<file path="src/design/uep_pkg.sv">
// register map, field positions and reset values of the ep0 out/status block
// assumes a 32-bit classic wishbone slave, one register per aligned word
package uep_pkg;
	// register word indices as printed in the device map
	localparam logic [15:0] UEP_IDX_OUT_CFG = 16'hFF82;
	localparam logic [15:0] UEP_IDX_OUT_CNT = 16'hFF83;
	// own choices for registers with no printed index
	localparam logic [15:0] UEP_IDX_FUNC_ADR = 16'hFF93;
	localparam logic [15:0] UEP_IDX_EVT_STA = 16'hFF99;
	localparam logic [15:0] UEP_IDX_EVT_MSK = 16'hFF9A;
	localparam logic [15:0] UEP_IDX_IRQ_STA = 16'hFF9B;
	localparam int UEP_ADR_W = 18;
	// ep0_out_config fields
	localparam int UEP_CFG_IE_BIT = 2;
	localparam int UEP_CFG_STALL_BIT = 3;
	localparam int UEP_CFG_TOG_BIT = 5;
	localparam int UEP_CFG_BMA_BIT = 7;
	// ep0_out_byte_count fields
	localparam int UEP_CNT_BUSY_BIT = 7;
	localparam logic [3:0] UEP_CNT_MAX = 4'h8;
	localparam logic [3:0] UEP_CNT_RST = 4'h0;
	localparam logic UEP_BUSY_RST = 1'b1;
	localparam logic [6:0] UEP_ADR_RST = 7'h00;
	// usb_event_status bit positions
	localparam int UEP_STA_SETUP_OVERWRITE_FLAG = 0;
	localparam int UEP_STA_SETUP = 2;
	localparam int UEP_STA_PORT_POWER_ON_FLAG = 3;
	localparam int UEP_STA_PORT_POWER_OFF_FLAG = 4;
	localparam int UEP_STA_RESUME = 5;
	localparam int UEP_STA_SUSP = 6;
	localparam int UEP_STA_BUSRST = 7;
	localparam logic [7:0] UEP_STA_IMPL = 8'hFD;
	localparam logic [7:0] UEP_STA_RST = 8'h00;
	localparam logic [7:0] UEP_MSK_RST = 8'h00;
	// handshake codes toward the serial engine
	typedef enum logic [1:0] {
		UEP_HS_ACK = 2'b00,
		UEP_HS_NAK = 2'b01,
		UEP_HS_STALL = 2'b10,
		UEP_HS_NONE = 2'b11
	} uep_hs_t;
endpackage

</file>
<file path="src/design/uep_ctrl.sv">
// ep0 out endpoint registers, function address and usb event status
// assumes: serial engine pulses on core clock, pin-level events unsynced
//
// Register access over Wishbone and the address map were chosen for this implementation.
`timescale 1ns/1ns

// Function
// - completion interrupt only when enable bit set
// - stall bit answers STALL, cleared by hardware
// - toggle flag shows tracked data sequence bit
// - buffer manager serves ep0 out only if allowed
// - count codes nine and above drive o_out_count as eight, read back unchanged
// - buffer flag zero means host out accepted
// - buffer flag one NAKs host out; resets one
// - seven-bit bus address, reset zero, firmware written
// - status flags set by hardware, write-one clears
// - masked flags request the microcontroller interrupt
// - setup overwrite flag on setup over setup
// - setup received flag on setup transaction
// - setup flag NAKs all ep0 in, and ep0 out unless stalled
// - port power-on request sets status bit three
// - port power-off request sets status bit four
// - resume condition sets status bit five
// - global or selective suspend sets bit six
// - bus reset sets bit seven, survives reset
// - mask register bit per status flag position
module uep_ctrl #(
	parameter int SYNC_W = 5
) (
	input wire logic i_core_clk,
	input wire logic i_rstn,
	// classic wishbone slave
	input wire logic i_wb_cyc,
	input wire logic i_wb_stb,
	input wire logic i_wb_we,
	input wire logic [uep_pkg::UEP_ADR_W-1:0] i_wb_adr,
	input wire logic [3:0] i_wb_sel,
	input wire logic [31:0] i_wb_dat,
	output logic [31:0] o_wb_dat,
	output logic o_wb_ack,
	// serial engine, core clock domain
	input wire logic i_usb_rst,
	input wire logic i_out_tok,
	input wire logic i_in_tok,
	input wire logic i_out_done,
	input wire logic i_out_ok,
	input wire logic i_out_pid1,
	input wire logic [3:0] i_out_len,
	input wire logic i_setup_rx,
	input wire logic i_setup_buf_full,
	input wire logic i_in_busy,
	// bus events from pin side, unsynchronised
	input wire logic i_pwr_on_req,
	input wire logic i_pwr_off_req,
	input wire logic i_resume_det,
	input wire logic i_suspend_det,
	// answers
	output uep_pkg::uep_hs_t o_out_hs,
	output uep_pkg::uep_hs_t o_in_hs,
	output logic o_bm_enable,
	output logic [3:0] o_out_count,
	output logic [6:0] o_func_addr,
	output logic o_ep0_irq,
	output logic o_usb_irq
);
	import uep_pkg::*;

	logic [7:0] sta_r;
	logic [7:0] msk_r;
	logic [6:0] adr_r;
	logic ie_r;
	logic stall_r;
	logic tog_r;
	logic bma_r;
	logic busy_r;
	logic [3:0] cnt_r;
	logic done_r;
	logic [SYNC_W-1:0] s1_r;
	logic [SYNC_W-1:0] s2_r;
	logic [SYNC_W-1:0] s3_r;
	logic [SYNC_W-1:0] lvl_r;
	logic [SYNC_W-1:0] rise;
	logic [7:0] sta_set;
	logic [15:0] idx;
	logic wr;
	logic acc;
	logic [7:0] wbyte;
	logic out_take;
	logic [3:0] cnt_eff;

	// ************************************************************
	// bus decode
	// ************************************************************
	assign acc = i_wb_cyc & i_wb_stb & ~o_wb_ack;
	assign idx = i_wb_adr[UEP_ADR_W-1:2];
	// writes land at the edge where the master sees ack high
	assign wr = i_wb_cyc & i_wb_stb & o_wb_ack & i_wb_we & i_wb_sel[0];
	assign wbyte = i_wb_dat[7:0];
	assign cnt_eff = (cnt_r > UEP_CNT_MAX) ? UEP_CNT_MAX : cnt_r;
	// packet taken only into a free, allowed, unstalled buffer
	assign out_take = i_out_done & i_out_ok & ~busy_r & bma_r & ~stall_r
		& ~sta_r[UEP_STA_SETUP];

	always_ff @(posedge i_core_clk or negedge i_rstn) begin
		if (!i_rstn) begin
			o_wb_ack <= 1'b0;
		end else begin
			o_wb_ack <= acc;
		end
	end

	always_ff @(posedge i_core_clk or negedge i_rstn) begin
		if (!i_rstn) begin
			o_wb_dat <= 32'h0000_0000;
		end else if (acc & ~i_wb_we) begin
			case (idx)
			UEP_IDX_OUT_CFG:
				o_wb_dat <= {24'h000000, bma_r, 1'b0, tog_r, 1'b0,
					stall_r, ie_r, 2'b00};
			UEP_IDX_OUT_CNT:
				o_wb_dat <= {24'h000000, busy_r, 3'b000, cnt_r};
			UEP_IDX_FUNC_ADR:
				o_wb_dat <= {25'h0000000, adr_r};
			UEP_IDX_EVT_STA:
				o_wb_dat <= {24'h000000, sta_r};
			UEP_IDX_EVT_MSK:
				o_wb_dat <= {24'h000000, msk_r};
			UEP_IDX_IRQ_STA:
				o_wb_dat <= {24'h000000, sta_r & msk_r};
			default:
				o_wb_dat <= 32'h0000_0000;
			endcase
		end else begin
			o_wb_dat <= 32'h0000_0000;
		end
	end

	// ************************************************************
	// pin event synchronisers
	// ************************************************************
	always_ff @(posedge i_core_clk or negedge i_rstn) begin
		if (!i_rstn) begin
			s1_r <= '0;
			s2_r <= '0;
			s3_r <= '0;
			lvl_r <= '0;
		end else begin
			// bit 0 spare; bits 1 to 4 carry the pin events
			s1_r <= {i_suspend_det, i_resume_det, i_pwr_off_req,
				i_pwr_on_req, 1'b0};
			s2_r <= s1_r;
			s3_r <= s2_r;
			for (int k = 0; k < SYNC_W; k++) begin
				if (s2_r[k] == s3_r[k]) begin
					lvl_r[k] <= s3_r[k];
				end
			end
		end
	end

	always_comb begin
		for (int k = 0; k < SYNC_W; k++) begin
			rise[k] = (s2_r[k] == s3_r[k]) & s3_r[k] & ~lvl_r[k];
		end
	end

	// ************************************************************
	// usb event status and mask
	// ************************************************************
	always_comb begin
		sta_set = 8'h00;
		sta_set[UEP_STA_SETUP_OVERWRITE_FLAG] = i_setup_rx & i_setup_buf_full;
		sta_set[UEP_STA_SETUP] = i_setup_rx;
		sta_set[UEP_STA_PORT_POWER_ON_FLAG] = rise[1];
		sta_set[UEP_STA_PORT_POWER_OFF_FLAG] = rise[2];
		sta_set[UEP_STA_RESUME] = rise[3];
		sta_set[UEP_STA_SUSP] = rise[4];
		sta_set[UEP_STA_BUSRST] = i_usb_rst;
	end

	// event flags: set beats clear; usb reset sets bit seven but clears none
	always_ff @(posedge i_core_clk or negedge i_rstn) begin
		if (!i_rstn) begin
			sta_r <= UEP_STA_RST;
		end else begin
			sta_r <= (sta_r & ~((wr && idx == UEP_IDX_EVT_STA) ? wbyte
				: 8'h00) | sta_set) & UEP_STA_IMPL;
		end
	end

	always_ff @(posedge i_core_clk or negedge i_rstn) begin
		if (!i_rstn) begin
			msk_r <= UEP_MSK_RST;
		end else if (i_usb_rst) begin
			// usb reset clears the mask but never the flags
			msk_r <= UEP_MSK_RST;
		end else if (wr && idx == UEP_IDX_EVT_MSK) begin
			msk_r <= wbyte & UEP_STA_IMPL;
		end
	end

	always_ff @(posedge i_core_clk or negedge i_rstn) begin
		if (!i_rstn) begin
			o_usb_irq <= 1'b0;
		end else begin
			o_usb_irq <= |(sta_r & msk_r);
		end
	end

	// ************************************************************
	// function address
	// ************************************************************
	always_ff @(posedge i_core_clk or negedge i_rstn) begin
		if (!i_rstn) begin
			adr_r <= UEP_ADR_RST;
		end else if (i_usb_rst) begin
			// back to the default address on bus reset
			adr_r <= UEP_ADR_RST;
		end else if (wr && idx == UEP_IDX_FUNC_ADR) begin
			adr_r <= wbyte[6:0];
		end
	end

	always_ff @(posedge i_core_clk or negedge i_rstn) begin
		if (!i_rstn) begin
			o_func_addr <= UEP_ADR_RST;
		end else begin
			o_func_addr <= adr_r;
		end
	end

	// ************************************************************
	// ep0 out configuration
	// ************************************************************
	always_ff @(posedge i_core_clk or negedge i_rstn) begin
		if (!i_rstn) begin
			ie_r <= 1'b0;
			bma_r <= 1'b0;
		end else if (i_usb_rst) begin
			ie_r <= 1'b0;
			bma_r <= 1'b0;
		end else if (wr && idx == UEP_IDX_OUT_CFG) begin
			ie_r <= wbyte[UEP_CFG_IE_BIT];
			bma_r <= wbyte[UEP_CFG_BMA_BIT];
		end
	end

	// stall: firmware sets, next setup clears; hardware clear wins
	always_ff @(posedge i_core_clk or negedge i_rstn) begin
		if (!i_rstn) begin
			stall_r <= 1'b0;
		end else if (i_usb_rst || i_setup_rx) begin
			stall_r <= 1'b0;
		end else if (wr && idx == UEP_IDX_OUT_CFG) begin
			stall_r <= wbyte[UEP_CFG_STALL_BIT];
		end
	end

	// setup resets sequence to DATA1 expected for data stage
	always_ff @(posedge i_core_clk or negedge i_rstn) begin
		if (!i_rstn) begin
			tog_r <= 1'b0;
		end else if (i_usb_rst) begin
			tog_r <= 1'b0;
		end else if (i_setup_rx) begin
			tog_r <= 1'b1;
		end else if (out_take && i_out_pid1 == tog_r) begin
			tog_r <= ~tog_r;
		end
	end

	// ************************************************************
	// ep0 out byte count and buffer flag
	// ************************************************************
	always_ff @(posedge i_core_clk or negedge i_rstn) begin
		if (!i_rstn) begin
			busy_r <= UEP_BUSY_RST;
			cnt_r <= UEP_CNT_RST;
		end else if (i_usb_rst) begin
			busy_r <= UEP_BUSY_RST;
			cnt_r <= UEP_CNT_RST;
		end else if (out_take && i_out_pid1 == tog_r) begin
			busy_r <= 1'b1;
			// lengths above eight stored as eight
			cnt_r <= (i_out_len > UEP_CNT_MAX) ? UEP_CNT_MAX : i_out_len;
		end else if (wr && idx == UEP_IDX_OUT_CNT) begin
			busy_r <= wbyte[UEP_CNT_BUSY_BIT];
			cnt_r <= wbyte[3:0];
		end
	end

	always_ff @(posedge i_core_clk or negedge i_rstn) begin
		if (!i_rstn) begin
			o_out_count <= UEP_CNT_RST;
			o_bm_enable <= 1'b0;
		end else begin
			o_out_count <= cnt_eff;
			o_bm_enable <= bma_r;
		end
	end

	// ************************************************************
	// handshake selection and completion interrupt
	// ************************************************************
	always_ff @(posedge i_core_clk or negedge i_rstn) begin
		if (!i_rstn) begin
			o_out_hs <= UEP_HS_NONE;
			o_in_hs <= UEP_HS_NONE;
		end else begin
			// stall outranks every out nak cause; in never stalls
			if (!i_out_tok) begin
				o_out_hs <= UEP_HS_NONE;
			end else if (stall_r) begin
				o_out_hs <= UEP_HS_STALL;
			end else if (sta_r[UEP_STA_SETUP] || busy_r || !bma_r) begin
				o_out_hs <= UEP_HS_NAK;
			end else begin
				o_out_hs <= UEP_HS_ACK;
			end
			if (!i_in_tok) begin
				o_in_hs <= UEP_HS_NONE;
			end else if (sta_r[UEP_STA_SETUP] || i_in_busy) begin
				o_in_hs <= UEP_HS_NAK;
			end else begin
				o_in_hs <= UEP_HS_ACK;
			end
		end
	end

	always_ff @(posedge i_core_clk or negedge i_rstn) begin
		if (!i_rstn) begin
			done_r <= 1'b0;
		end else begin
			// duplicates complete too; only the enable gates
			done_r <= out_take & ie_r;
		end
	end

	always_ff @(posedge i_core_clk or negedge i_rstn) begin
		if (!i_rstn) begin
			o_ep0_irq <= 1'b0;
		end else begin
			o_ep0_irq <= done_r;
		end
	end
endmodule

</file>
<file path="config.mk">
export PLATFORM = sky130hd
export DESIGN_NAME = uep_ctrl
export DESIGN_NICKNAME = d
export VERILOG_FILES = /design/src/design/uep_pkg.sv /design/src/design/uep_ctrl.sv
export SDC_FILE = /design/constraint.sdc
export NUM_CORES = 1
export LEC_CHECK = 0
export BUFFER_PORTS_ARGS = -buffer_cell sky130_fd_sc_hd__buf_2
export CORE_MARGIN = 8
export CORE_UTILIZATION = 35
export DETAILED_ROUTE_END_ITERATION = 7
export HOLD_SLACK_MARGIN = 0.02
export PLACE_DENSITY = 0.6
export SLEW_MARGIN = 40
export SYNTH_ARGS = -nofsm -noshare
export SYNTH_HDL_FRONTEND = slang
export SYNTH_SLANG_ARGS = --single-unit
export TNS_END_PERCENT = 100
</file>
<file path="constraint.sdc">
create_clock -name i_core_clk -period 1.9 [get_ports i_core_clk]
set_input_delay 0 -clock i_core_clk [delete_from_list [all_inputs] [get_ports i_core_clk]]
set_output_delay 0 -clock i_core_clk [all_outputs]
set_load 0.01 [all_outputs]
</file>
==> impl_metrics.tcl, run 1 <==
set metrics [dict create \
    max_freq_ghz 0.567 \
    dp_cells 462 \
    die_w_um 113 \
    grt_pass1_wl_um 13300 \
    period_share 0.928 \
    min_to "cnt_r[0]" \
    insertion_delay_ps 330 \
    place_congestion 0.894 \
    post_cts_buffers 0 \
    seq_power_share 0.560 \
    skew_ps 6.47 \
    timing.final.crit_period_ps 1760 \
    drive_gt1_frac 0.286 \
    grt_usage 0.129 \
    powerDensity_mw_per_mm2 701 \
    p_leak_nw 2.08 \
    p_int_mw 2.19 \
    clockPowerShare 0.354 \
    vias_per_cell 4.89 \
    combPwrFrac 0.086 \
    initial_core_util 0.359 \
    cp-start-kind "register" \
    ys_seq_area_frac 0.563 \
    finalNetCount 466 \
    cts_buffers 9 \
    wire_per_inst_um 15.8 \
    layout_commonest_cell "buf_2" \
    timing.final.hold_violations 0 \
    cp_max_fo 6 \
    cts_root_buffer "clkbuf_8" \
    finalSetupViolCount 0 \
    crit_chain "or3_1 -> or4_1 -> a21oi_1" \
    rows 35 \
    synth_cell_types 51 \
    stdcell_count 502 \
    cp.required_ps 2150 \
    die-height_um 113 \
    reg2reg_from "o_wb_ack" \
    status "finished, final reports clean" \
    die_area_mm2 0.0128 \
    cp.arrival_ps 2010 \
    dpl.hpwl_um 5960 \
    synthFlopType "dfrtp_1" \
    cts_num_sinks 74 \
    fin_tns_setup_ps 0 \
    via_count 2455 \
    drv_slew 0 \
    cp_num_buf_inv 0 \
    clkTransAtPathRegs_ps 80 \
    globalRouteOverflowTotal 0 \
    synth_edf_count 0 \
    min_path_cells 3 \
    antenna_found_initial 0 \
    p_sw_frac 0.245 \
    slowest_delay_ps 640 \
    rr_worst_depth 3 \
    core_mm2 0.00920 \
    reg2reg_slack_ps 140 \
    rsz0062_at_grt "false" \
    drt_iter0_drc 124 \
    switching_power_mw 0.709 \
    vdd_drop_max_mv 0.327 \
    cp-end-kind "register" \
    synth_area_mm2 0.00330 \
    synth-seq-cells 74 \
    antennaDiodeCount 0 \
    cts_buffer_depth 2 \
    r2r-end "o_wb_dat[0]" \
    syn_inst 281 \
    wl_um 7920 \
    drc 0 \
    ant_nets 0 \
    port_buffers 73 \
    cts_max_level 3 \
    dr.pass1.iters 4 \
    min_from "i_out_len[0]" \
    cts_tree "yes" \
    io_pins 127 \
    maxCapViolCount 0 \
    areaGrowthSynthToFinish_pct 25.2 \
    layout_common_cells "buf_2, dfrtp_1, conb_1, dlygate4sd3_1, mux2i_1" \
    path_class "reg2reg" \
    synth_warnings 0 \
    hold_path.class "in2reg" \
    grt_start_max_net_pins 46 \
    critPathTopFamily "simple AND/OR/NAND/NOR gates" \
    grt_pass1_vias 2648 \
    synthArstFlopShare 1.00 \
    avgSynthCellArea_um2 11.7 \
    cpMaxStageDelayCell "or4_1" \
    post_cts_resized 0 \
]
## flip-flops by register name (all words and copies together), names as in the netlist
name,count
sta_r,7
o_ep0_irq,1
lvl_r,4
bma_r,1
adr_r,7
done_r,1
msk_r,7
o_wb_ack,1
o_func_addr,7
tog_r,1
o_out_count,4
s1_r,4
s3_r,4
o_usb_irq,1
ie_r,1
busy_r,1
cnt_r,4
o_out_hs,2
o_wb_dat,8
o_in_hs,2
s2_r,4
o_bm_enable,1
stall_r,1
## tightest hold or removal path: stages
cell and delay (ps):
buf_2 100, a21oi_1 160, a211oi_1 60
## power groups by stage
stage	Combinational, mW	Clock [mW]	Sequential (mW)
floorplan	0.124	0	1.65
global placement	0.206	0	1.65
detailed placement	0.210	0	1.65
CTS	0.249	1.07	1.62
global route	0.279	1.13	1.63
finish	0.249	1.03	1.62
## Yosys cell counts (all sizes together) (5+ instances only)
| master | count | area (um2) |
|---|---|---|
| dfrtp | 69 | 1730 |
| buf | 30 | 224 |
| mux2i | 23 | 230 |
| nor2 | 22 | 82.6 |
| nand2 | 18 | 67.6 |
| a21oi | 9 | 45.0 |
| inv | 9 | 33.8 |
| o21ai | 9 | 45.0 |
| a22oi | 8 | 60.1 |
| nand3 | 8 | 50.1 |
| a22o | 5 | 43.8 |
| dfstp | 5 | 131 |
## layout make-up
class	count	area (um2)
fillers	878	5060
flip-flops and latches	74	1860
multi-input cells	187	1250
repair buffers	105	681
well taps	111	139
clock buffers	11	131
clock inverters	5	33.8
inverters	9	33.8
## how the worst max path moves through the flow
stage	start	endpoint	slack, ps	cells past startpoint
CTS	o_wb_ack	o_wb_dat[0]	100	3
global route	o_wb_ack	cnt_r[0]	40	5
global placement	o_wb_ack	o_wb_dat[1]	170	3
detailed placement	o_wb_ack	o_wb_dat[0]	130	3
finish	o_wb_ack	o_wb_dat[0]	140	3
floorplan	o_wb_ack	o_wb_dat[1]	200	4
## routing by layer
| metal | vias to the layer above | GRT usage | part of all wire | wire length, um |
|---|---|---|---|---|
| li1 | 1161 | - | - | - |
| met1 | 1209 | 0.159 | 0.44 | 3470 |
| met2 | 77 | 0.212 | 0.50 | 3960 |
| met3 | 8 | 0.0378 | 0.049 | 389 |
| met4 | 0 | 0.0435 | 0.012 | 97 |
| met5 | - | 0 | 0 | 0 |
## stage by stage
stage | instance area, um2 | utilization | total power, mW | setup slack [ps] | hold slack [ps]
CTS | 4130 | 0.449 | 2.94 | 105 | 23.4
finish | 4130 | 0.449 | 2.90 | 136 | 35.1
global placement | 3730 | 0.405 | 1.86 | 172 | -43.5
floorplan | 3390 | - | 1.77 | 198 | -296
detailed placement | 3730 | 0.405 | 1.86 | 130 | -45.1
global route | 4130 | 0.449 | 3.03 | 39.7 | 53.9
## cell families (layout without fill, tap and decap cells)
group,Yosys count,count (layout),share of synthesized area
flip-flops,74,74,0.563
XOR/XNOR,1,1,0.00266
other,1,24,0.00114
AO/OA/AOI/OAI,50,50,0.107
multiplexers,27,27,0.0834
AND/OR/NAND/NOR,81,81,0.144
buffers and inverters,43,130,0.0827
adder cells (fa/ha/maj),4,4,0.0152
## repair_timing
item	4_1_cts	5_1_grt
hold buffers	24	0
endpoints found under the hold margin	104	0
endpoints found under the setup margin	0	0
Note: power is estimated with default switching activity, not from simulation.
==> run 2: changes to the inputs <==
--- a/config.mk
+++ b/config.mk
@@ -7,10 +7,10 @@
 export LEC_CHECK = 0
 export BUFFER_PORTS_ARGS = -buffer_cell sky130_fd_sc_hd__buf_2
 export CORE_MARGIN = 8
-export CORE_UTILIZATION = 35
+export CORE_UTILIZATION = 49
 export DETAILED_ROUTE_END_ITERATION = 7
 export HOLD_SLACK_MARGIN = 0.02
-export PLACE_DENSITY = 0.6
+export PLACE_DENSITY = 0.8
 export SLEW_MARGIN = 40
 export SYNTH_ARGS = -nofsm -noshare
 export SYNTH_HDL_FRONTEND = slang
==> impl_metrics.tcl, run 2 (synthesis results as in run 1) <==
set metrics [dict create \
    drt_iter0_drc 183 \
    finalNetCount 468 \
    fin_area_mm2 0.00420 \
    core_mm2 0.00664 \
    postPlaceCellArea_mm2 0.00368 \
    whs_ps 85.5 \
    fin_tns_setup_ps 0 \
    slowest_delay_ps 660 \
    clockPowerShare 0.445 \
    powerDensity_mw_per_mm2 806 \
    die_area_mm2 0.00961 \
    setup_ws_ps 96.9 \
    antennaDiodeCount 0 \
    wire_per_inst_um 16.6 \
    rsz0062_at_grt "false" \
    largest_reg_flops 8 \
    cp-end-kind "register" \
    cts_max_level 3 \
    cts_buffer_depth 2 \
    combPwrFrac 0.076 \
    grt_pass1_vias 2667 \
    cp.required_ps 2170 \
    tightest_slew_ps 682 \
    ant_nets 0 \
    via_count 2462 \
    min_path_cells 2 \
    cp.arrival_ps 2070 \
    reg2reg_from "o_wb_ack" \
    timing.final.hold_violations 0 \
    initial_core_util 0.497 \
    rr_worst_depth 3 \
    vias_per_cell 5.21 \
    cts_num_sinks 74 \
    regMostFlops "o_wb_dat" \
    post_cts_buffers 0 \
    grt_pass1_wl_um 13100 \
    antenna_found_initial 0 \
    switching_power_mw 0.748 \
    die-height_um 98.1 \
    drv_slew 0 \
    period_share 0.949 \
    reg2reg_slack_ps 100 \
    min_to "adr_r[3]" \
    areaGrowthSynthToFinish_pct 27.2 \
    wl_um 7850 \
    dp_cells 431 \
    cp_num_buf_inv 0 \
    p_sw_frac 0.221 \
    die_w_um 98.1 \
    drive_gt1_frac 0.290 \
    seq_power_share 0.480 \
    timing.slew.headroom 0.545 \
    rows 30 \
    critPathTopFamily "simple AND/OR/NAND/NOR gates" \
    hold_path.class "in2reg" \
    dr.pass1.iters 4 \
    maxCapViolCount 0 \
    clkTransAtPathRegs_ps 80 \
    cts_tree "yes" \
    stdcell_count 473 \
    vdd_drop_max_mv 0.545 \
    ctsHoldBuffers 26 \
    p_int_mw 2.63 \
    dp_slack_ps 130 \
    insertion_delay_ps 350 \
    min_from "i_usb_rst" \
    finalSetupViolCount 0 \
    dpl.hpwl_um 5720 \
    max_freq_ghz 0.555 \
    skew_ps 11.6 \
    port_buffers 73 \
    r2r-end "o_wb_dat[1]" \
    cts_buffers 9 \
    grt_usage 0.170 \
    drc 0 \
    grt_start_max_net_pins 37 \
    crit_chain "or3_1 -> or4_1 -> nor3_2" \
    cp_max_fo 6 \
    cp-start-kind "register" \
    io_pins 127 \
    place_congestion 0.892 \
    post_cts_resized 0 \
    cts_root_buffer "clkbuf_8" \
    layout_commonest_cell "buf_2" \
    p_leak_nw 2.14 \
    timing.final.crit_period_ps 1800 \
    cpMaxStageDelayCell "or4_1" \
    layout_common_cells "buf_2, dfrtp_1, dlygate4sd3_1" \
    globalRouteOverflowTotal 0 \
    status "finished, final reports clean" \
    path_class "reg2reg" \
]
run 2: changes by cell type in the layout (fill, tap and decap cells not counted), sizes merged:
cell	before	now
bufinv	0	3
clkinvlp	2	0
dlygate4sd3	24	26
clkbuf	11	10
clkinv	3	2
inv	9	10
run 2: power by group through the flow:
| stage | logic [mW] | registers [mW] | clock network [mW] |
|---|---|---|---|
| 6_report | 0.256 | 1.62 | 1.50 |
| 5_1_grt | 0.285 | 1.63 | 1.60 |
| 4_1_cts | 0.255 | 1.62 | 1.53 |
| 3_5_place_dp | 0.212 | 1.65 | 0 |
| 3_3_place_gp | 0.207 | 1.65 | 0 |
| 2_1_floorplan | 0.124 | 1.65 | 0 |
run 2: worst register-to-register path, cell delays in order (launching register included):
cell     delay, ps
dfrtp_1        410
or3_1          440
or4_1          670
nor3_2         210
run 2: metrics by stage:
| step | util | total power [mW] |
|---|---|---|
| global placement | 0.555 | 1.86 |
| finish | 0.631 | 3.38 |
| global route | 0.631 | 3.51 |
| detailed placement | 0.555 | 1.87 |
| floorplan | - | 1.77 |
| CTS | 0.631 | 3.41 |
run 2: cell type report:
type | instances | area (um2)
fillers | 563 | 2450
repair buffers | 107 | 698
clock buffers | 10 | 138
inverters | 9 | 33.8
multi-input cells | 187 | 1250
clock inverters | 6 | 113
flip-flops and latches | 74 | 1860
well taps | 80 | 100
run 2: how the worst max path moves through the flow:
| stage | from | endpoint | slack [ps] | cells after the start |
|---|---|---|---|---|
| 2_1_floorplan | o_wb_ack | o_wb_dat[1] | 200 | 4 |
| 3_3_place_gp | o_wb_ack | o_wb_dat[1] | 170 | 3 |
| 3_5_place_dp | o_wb_ack | o_wb_dat[1] | 130 | 3 |
| 4_1_cts | o_wb_ack | o_wb_dat[1] | 100 | 3 |
| 5_1_grt | o_wb_ack | o_wb_dat[1] | 50 | 3 |
| 6_report | o_wb_ack | o_wb_dat[1] | 100 | 3 |
run 2: metal layers:
layer  GRT usage  vias up  share of wire
met4      0.0540        0          0.013
met3      0.0548       10          0.059
met5           0        -              0
li1            -     1166              -
met2       0.290       88           0.52
met1       0.197     1198           0.41
